`config.mk`:
```
export PLATFORM = sky130hd
export DESIGN_NAME = elapsed_time_stopwatch
export DESIGN_NICKNAME = d
export VERILOG_FILES = /design/src/pkg/stopwatch_pkg.sv /design/src/elapsed_time_stopwatch.sv
export SDC_FILE = /design/constraint.sdc
export NUM_CORES = 1
export LEC_CHECK = 0
export ABC_AREA = 1
export BUFFER_PORTS_ARGS = -buffer_cell sky130_fd_sc_hd__buf_2
export CAP_MARGIN = 10
export CORE_MARGIN = 3
export CORE_UTILIZATION = 60
export DETAILED_ROUTE_END_ITERATION = 16
export GPL_TIMING_DRIVEN = 0
export PLACE_DENSITY = 0.87
export SLEW_MARGIN = 20
export SYNTH_ARGS = -nofsm -noshare
export SYNTH_HDL_FRONTEND = slang
export SYNTH_SLANG_ARGS = --single-unit
```
`constraint.sdc`:
```
create_clock -name CLOCK_I -period 4.17 [get_ports CLOCK_I]
set_input_delay 0.2085 -clock CLOCK_I [delete_from_list [all_inputs] [get_ports CLOCK_I]]
set_output_delay 0.2085 -clock CLOCK_I [all_outputs]
set_load 0.005 [all_outputs]
```
`src/pkg/stopwatch_pkg.sv`:
```
// Shared constants, types and register map of the elapsed-time stopwatch
package stopwatch_pkg;

   // ****************************************************
   // Timing
   // ****************************************************
   localparam int CLK_KHZ = 25000;
   localparam int TICK_TIME_US = 10000;
   localparam int TICK_CYCLES = (TICK_TIME_US * CLK_KHZ) / 1000;
   localparam int TICKS_PER_SEC = 100;
   localparam int SECS_PER_MIN = 60;
   localparam int MINS_PER_HOUR = 60;
   localparam int VALUE_W = 32;

   // ****************************************************
   // Register map and fields
   // ****************************************************
   localparam int ADDR_W = 8;
   localparam logic [ADDR_W-1:0] CTRL_OFS = 8'h00;
   localparam logic [ADDR_W-1:0] STATUS_OFS = 8'h04;
   localparam logic [ADDR_W-1:0] ELAPSED_OFS = 8'h08;
   localparam logic [ADDR_W-1:0] RUNNING_OFS = 8'h0C;
   localparam logic [ADDR_W-1:0] HELD_OFS = 8'h10;
   localparam int CTRL_TB_LSB = 0;
   localparam int CTRL_RETAIN_BIT = 2;
   localparam int STATUS_RUN_BIT = 0;
   localparam int STATUS_LAP_BIT = 1;
   localparam int STATUS_ENABLE_BIT = 2;
   localparam int STATUS_CLEAR_BIT = 3;

   typedef enum logic [1:0] {
      TB_10MS,
      TB_SEC,
      TB_MIN,
      TB_HOUR
   } timebase_t;

   typedef struct packed {
      logic retain;
      timebase_t timebase_select;
   } ctrl_t;

   localparam ctrl_t CTRL_RESET = '{retain: 1'b0, timebase_select: TB_10MS};

   typedef struct packed {
      logic enable;
      logic lap;
      logic clear;
   } inputs_t;

endpackage

```
`src/elapsed_time_stopwatch.sv`:
```
// Elapsed-time stopwatch with lap hold, selectable timebase and retention
//
// Contract
// - Enable starts accumulating and shows elapsed time
// - Lap rising edge pauses the stopwatch
// - Lap falling edge resumes the stopwatch
// - Clear input zeroes time and output
// - Count in 10 ms, s, min or h
// - Retain setting keeps count across power loss
// - Lap high holds output until lap low
// - Enable on, lap off: output running time
// - Enable on, lap on: capture held lap value
// - Enable off, lap on: stop, show held value
// - Enable off, lap off: output running time
//
// The plain strobed port and the register addresses are this design's own decisions.
`timescale 1ns/1ns
`default_nettype none

module elapsed_time_stopwatch
   import stopwatch_pkg::*;
#(
   parameter int TICK_LEN = TICK_CYCLES,
   parameter int VAL_W = VALUE_W
)
(
   input wire logic CLOCK_I,
   input wire logic RST_I,
   input wire logic ENABLE_I,
   input wire logic LAP_I,
   input wire logic CLEAR_I,
   input wire logic POWER_LOSS_I,
   input wire logic [ADDR_W-1:0] ADDR_I,
   input wire logic [31:0] WDATA_I,
   input wire logic WR_I,
   input wire logic RD_I,
   output logic [31:0] RDATA_O,
   output logic [VAL_W-1:0] ELAPSED_O,
   output logic RUNNING_O
);

   // ****************************************************
   // Input sampling and lap edges
   // ****************************************************
   inputs_t in_s;
   logic lap_prev_r;
   logic lap_rise;
   logic lap_fall;
   logic run_en;

   assign in_s = '{enable: ENABLE_I, lap: LAP_I, clear: CLEAR_I};

   always_ff @(posedge CLOCK_I)
   begin
      if (RST_I)
         lap_prev_r <= 1'b0;
      else
         lap_prev_r <= in_s.lap;
   end

   assign lap_rise = in_s.lap & ~lap_prev_r;
   assign lap_fall = ~in_s.lap & lap_prev_r;

   assign run_en = in_s.enable & ~in_s.lap & ~in_s.clear;

   // ****************************************************
   // Control register
   // ****************************************************
   ctrl_t ctrl_r;

   always_ff @(posedge CLOCK_I)
   begin
      if (RST_I)
         ctrl_r <= CTRL_RESET;
      else if (WR_I && ADDR_I == CTRL_OFS)
      begin
         ctrl_r.timebase_select <= timebase_t'(WDATA_I[CTRL_TB_LSB +: 2]);
         ctrl_r.retain <= WDATA_I[CTRL_RETAIN_BIT];
      end
   end

   // ****************************************************
   // Timebase prescaler
   // ****************************************************
   // The chain only advances while counting, so a pause keeps the partial
   // unit and the resumed count loses no fraction of the timebase.
   logic [$clog2(TICK_LEN)-1:0] tick_cnt_r;
   logic [6:0] csec_cnt_r;
   logic [5:0] sec_cnt_r;
   logic [5:0] min_cnt_r;
   logic tick_10ms;
   logic tick_sec;
   logic tick_min;
   logic tick_hour;
   logic step;
   logic prescale_clr;

   assign prescale_clr = in_s.clear | (POWER_LOSS_I & ~ctrl_r.retain);
   assign tick_10ms = run_en && (tick_cnt_r == ($clog2(TICK_LEN))'(TICK_LEN - 1));
   assign tick_sec = tick_10ms && (csec_cnt_r == 7'(TICKS_PER_SEC - 1));
   assign tick_min = tick_sec && (sec_cnt_r == 6'(SECS_PER_MIN - 1));
   assign tick_hour = tick_min && (min_cnt_r == 6'(MINS_PER_HOUR - 1));

   always_ff @(posedge CLOCK_I)
   begin
      if (RST_I || prescale_clr)
         tick_cnt_r <= '0;
      else if (tick_10ms)
         tick_cnt_r <= '0;
      else if (run_en)
         tick_cnt_r <= tick_cnt_r + 1'b1;
   end

   always_ff @(posedge CLOCK_I)
   begin
      if (RST_I || prescale_clr)
         csec_cnt_r <= '0;
      else if (tick_sec)
         csec_cnt_r <= '0;
      else if (tick_10ms)
         csec_cnt_r <= csec_cnt_r + 1'b1;
   end

   always_ff @(posedge CLOCK_I)
   begin
      if (RST_I || prescale_clr)
         sec_cnt_r <= '0;
      else if (tick_min)
         sec_cnt_r <= '0;
      else if (tick_sec)
         sec_cnt_r <= sec_cnt_r + 1'b1;
   end

   always_ff @(posedge CLOCK_I)
   begin
      if (RST_I || prescale_clr)
         min_cnt_r <= '0;
      else if (tick_hour)
         min_cnt_r <= '0;
      else if (tick_min)
         min_cnt_r <= min_cnt_r + 1'b1;
   end

   always_comb
   begin
      unique case (ctrl_r.timebase_select)
         TB_10MS: step = tick_10ms;
         TB_SEC: step = tick_sec;
         TB_MIN: step = tick_min;
         TB_HOUR: step = tick_hour;
      endcase
   end

   // ****************************************************
   // Running time, held lap value, output
   // ****************************************************
   logic [VAL_W-1:0] running_time_value_r;
   logic [VAL_W-1:0] running_time_value_nxt;
   logic [VAL_W-1:0] held_lap_value_r;
   logic [VAL_W-1:0] elapsed_value_output_r;
   logic wipe;

   assign wipe = in_s.clear | (POWER_LOSS_I & ~ctrl_r.retain);

   always_comb
   begin
      running_time_value_nxt = running_time_value_r;
      if (wipe)
         running_time_value_nxt = '0;
      else if (step)
         running_time_value_nxt = running_time_value_r + 1'b1;
   end

   always_ff @(posedge CLOCK_I)
   begin
      if (RST_I)
         running_time_value_r <= '0;
      else
         running_time_value_r <= running_time_value_nxt;
   end

   always_ff @(posedge CLOCK_I)
   begin
      if (RST_I || wipe)
         held_lap_value_r <= '0;
      else if (lap_rise)
         held_lap_value_r <= running_time_value_r;
   end

   always_ff @(posedge CLOCK_I)
   begin
      if (RST_I || wipe)
         elapsed_value_output_r <= '0;
      else if (in_s.lap)
         elapsed_value_output_r <= lap_rise ? running_time_value_r : held_lap_value_r;
      else
         elapsed_value_output_r <= running_time_value_nxt;
   end

   assign ELAPSED_O = elapsed_value_output_r;

   logic running_r;

   always_ff @(posedge CLOCK_I)
   begin
      if (RST_I)
         running_r <= 1'b0;
      else
         running_r <= run_en;
   end

   assign RUNNING_O = running_r;

   // ****************************************************
   // Register read port
   // ****************************************************
   // Unmapped offsets read as zero so software sees a defined answer.
   logic [31:0] rdata_r;
   logic [31:0] rdata_nxt;

   always_comb
   begin
      rdata_nxt = '0;
      unique case (ADDR_I)
         CTRL_OFS:
         begin
            rdata_nxt[CTRL_TB_LSB +: 2] = ctrl_r.timebase_select;
            rdata_nxt[CTRL_RETAIN_BIT] = ctrl_r.retain;
         end
         STATUS_OFS:
         begin
            rdata_nxt[STATUS_RUN_BIT] = running_r;
            rdata_nxt[STATUS_LAP_BIT] = lap_prev_r;
            rdata_nxt[STATUS_ENABLE_BIT] = in_s.enable;
            rdata_nxt[STATUS_CLEAR_BIT] = in_s.clear;
         end
         ELAPSED_OFS: rdata_nxt = 32'(elapsed_value_output_r);
         RUNNING_OFS: rdata_nxt = 32'(running_time_value_r);
         HELD_OFS: rdata_nxt = 32'(held_lap_value_r);
         default: rdata_nxt = '0;
      endcase
   end

   always_ff @(posedge CLOCK_I)
   begin
      if (RST_I)
         rdata_r <= '0;
      else if (RD_I)
         rdata_r <= rdata_nxt;
      else
         rdata_r <= '0;
   end

   assign RDATA_O = rdata_r;
endmodule // elapsed_time_stopwatch

`default_nettype wire

```
==> flow_summary_export.csv <==
group,metric,value,unit
outcome,status,"completed",
flow_run,maxCapViolCount,0,
detailed_routing,wirelength,24.82,mm
setup_path,start_kind,"register",
synthesis,synthCells,1208,
detailed_routing,drt-pass1-iter-count,7,
clock_network,holdBufCountCts,0,
layout,drive_gt1_share,11.28,%
pwr,pwr_density_cell,366.0,nW/um^2
detailed_routing,vias_per_cell,5.616,
sta,fmax,356.9,MHz
detailed_routing,drtIter0Drc,1143,
synthesis,synth-compound-area-share,10.55,%
sta,finClkSkew,0.01020,ns
synthesis,synthDominantCellAreaShare,41.96,%
synthesis,synth_area,8110,um^2
sta,fin_crit_sh,67.20,%
clock_network,cts_max_level,4,
synthesis,seq_area_frac_synth,41.96,%
pwr,p_leak,3.968,nW
synthesis,synthMuxAreaShare,0,%
sta,rsz0062_at_grt,"no",
setup_path,worstSetupPathType,"register to register",
global_routing,grtUsageTotal,34.18,%
detailed_routing,drtAntennaViolNets,0,
synthesis,avgSynthCellArea,6.714,um^2
global_routing,grt_antenna_before_repair,0,
layout,syn_to_final_growth,15.00,%
setup_path,critPathRequiredTime,4.52,ns
layout,post-route-util,72.14,%
synthesis,netlist_top_cells_area,"dfxtp_1 (42%), nand2_1 (18%), nor2_1 (7.5%), inv_1 (5.6%), a21oi_1 (4.6%)",
floorplanning,io_pins,113,
global_routing,grt_pass1_wl,39.47,mm
setup_path,crit_arrival,3.16,ns
clock_network,cts.sinks,170,
detailed_routing,dr_total_vias,8385,
placed_design,place_congestion,1.062,
clock_network,clockBufferDepth,2,
layout,instances_no_fill,1493,
setup_path,cp_max_fo,7,
floorplanning,die_w,122.3,um
synthesis,synth_xor_area_share,2.484,%
hold_path,hp-class,"input pin to register",
clock_network,root_buffer,"clkbuf_16",
placed_design,dp.cells,1461,
detailed_routing,drc,0,
placed_design,portBuffers,81,
clock_network,clkTransAtPathRegs,0.06,ns
synthesis,synth_top_family_by_area,"simple AND/OR/NAND/NOR gates",
clock_network,cts_tree,"yes",
synthesis,synth_warnings,0,
synthesis,synthSimpleGateAreaFrac,35.51,%
sta,tightest_slew,0.8694,ns
floorplanning,floorplan.core_area,12930,um^2
global_routing,grt_max_degree,17,
layout,n_antenna_cell,0,
floorplanning,start_util,62.74,%
synthesis,yosysUniqueCellTypes,43,
synthesis,synth_edf_count,0,
global_routing,grt_pass1_vias,7789,
clock_network,post_cts_buffers,0,
synthesis,synth_ff_type,"dfxtp_1",
sta,fin_crit,2.802,ns
sta,slew_violations,0,
clock_network,cts_made_buffers,17,
layout,fill_cells,1077,
pwr,ir_worst_vdd,0.0003158,V
sta,finalHoldViolations,0,
sta,finalSetupViolations,0,
setup_path,cp-end-kind,"register",
sta,hold-worst-slack,0.06454,ns
global_routing,grt_overflow,0,
floorplanning,die_area,14950,um^2
synthesis,async_reset_ff_share,0,%
synthesis,synth_nets,1261,
layout,finalNetCount,1361,
synthesis,ys_seq_elements,170,
detailed_routing,wire_per_inst,16.62,um
placed_design,dp_hpwl,17.45,mm
clock_network,clk_latency,0.45,ns
floorplanning,die_h,122.3,um
clock_network,cts_resized,0,
sta,fin_tns_setup,0,ns
sta,relSlewSlack,42.04,%
synthesis,synth_adder_area_share,0.7714,%
floorplanning,rows,41,
synthesis,synth_top_area_cell,"dfxtp_1",
## routing by layer
| metal | share of wire [%] | GRT usage, % | vias up |
|---|---|---|---|
| met5 | 0 | 0 | - |
| met4 | 2.8 | 13.44 | 0 |
| met3 | 10 | 9.032 | 58 |
| met2 | 46 | 54.96 | 464 |
| met1 | 41 | 43.97 | 3834 |
| li1 | - | - | 4029 |
## cell usage after synthesis, types with 4 or more instances
cell and count:
nor2_2 4, o21ai_0 37, dfxtp_1 170, buf_6 5, nor2_4 4, nor3b_1 8
nand2_2 4, buf_2 6, nand4_1 9, clkbuf_1 35, ha_1 5, o22ai_1 8
o221ai_1 14, nor2_1 161, xnor2_1 6, a21oi_1 75, nor3_1 21, nand3b_1 5
inv_1 122, inv_2 5, nand3_1 64, xor2_1 17, nand2_1 386
## critical path, stage by stage (launching register included)
cell and delay (ns):
dfxtp_1 0.53, ha_1 0.39, nand3_1 0.28, nor2_1 0.42
inv_1 0.09, nor2_1 0.38, xor2_1 0.19, nand3_1 0.09
nand2_1 0.08, nand2_1 0.06, a21oi_1 0.19
## cell usage in the layout (no fill, tap or decap), types with 3 or more instances in the layout
master	Yosys	layout
a21oi_1	75	75
a31oi_1	3	3
buf_2	6	87
buf_6	5	5
clkbuf_1	35	40
clkbuf_16	0	17
clkbuf_8	0	5
dfxtp_1	170	170
ha_1	5	5
inv_1	122	122
inv_2	5	5
nand2_1	386	386
nand2_2	4	4
nand2_4	3	3
nand3_1	64	64
nand3b_1	5	5
nand4_1	9	9
nor2_1	161	161
nor2_2	4	4
nor2_4	4	4
nor3_1	21	21
nor3_2	3	3
nor3b_1	8	8
o211ai_1	3	3
o21ai_0	37	37
o21bai_1	3	3
o221ai_1	14	14
o22ai_1	8	8
or2_2	3	3
xnor2_1	6	6
xor2_1	17	17
## state kept, by name, indices dropped and copies added, names as in the netlist
name	count
ELAPSED_O	32
RDATA_O	32
held_lap_value_r	32
running_time_value_r	32
tick_cnt_r	18
csec_cnt_r	7
min_cnt_r	6
sec_cnt_r	6
ctrl_r	3
RUNNING_O	1
lap_prev_r	1
## kinds of logic (layout without fill, tap and decap cells)
family | after synthesis | in the layout
AND/OR/NAND/NOR | 684 | 684
flip-flops | 170 | 170
buffers and inverters | 175 | 288
XOR/XNOR | 23 | 23
adder cells (fa/ha/maj) | 5 | 5
AO/OA/AOI/OAI | 151 | 151
## power by group
part / internal (mW) / switching [mW] / leakage, nW / total (mW)
registers: 1.64 / 0.00589 / 1.37 / 1.64
clock network: 0.964 / 0.648 / 0.292 / 1.61
logic: 0.0420 / 0.117 / 2.30 / 0.159
total: 2.64 / 0.770 / 3.97 / 3.41
## metrics by stage
stage,area [um^2],worst slack [ns],power [mW]
3_3_place_gp,8731,1.606,1.828
6_report,9326,1.368,3.414
4_1_cts,9326,1.488,3.407
5_1_grt,9326,1.235,3.499
2_1_floorplan,8110,2.364,1.773
3_5_place_dp,8731,1.582,1.832
## area by class of cell
cell class                 count  area (um^2)  share of cell area, %
sequential                   170         3403                  36.49
timing repair buffer          81        405.4                  4.347
clock buffer                  27        513.0                  5.500
clock inverter                 5        82.58                 0.8854
inverter                     128        485.5                  5.205
tap                          172        215.2                  2.307
multi-input combinational    863         4000                  42.89
buffer                        47        221.5                  2.375
## worst paths after layout
path | startpoint | to | slack (ns) | cells after the start
setup / recovery | running_time_value_r[0] | ELAPSED_O[14] | 1.37 | 10
hold / removal | WDATA_I[0] | ctrl_r[0] | 0.06 | 3
setup reg to reg | running_time_value_r[0] | ELAPSED_O[14] | 1.37 | 10
hold reg to reg | tick_cnt_r[17] | tick_cnt_r[17] | 0.48 | 2
No activity file was read; power rests on OpenSTA's default activity.
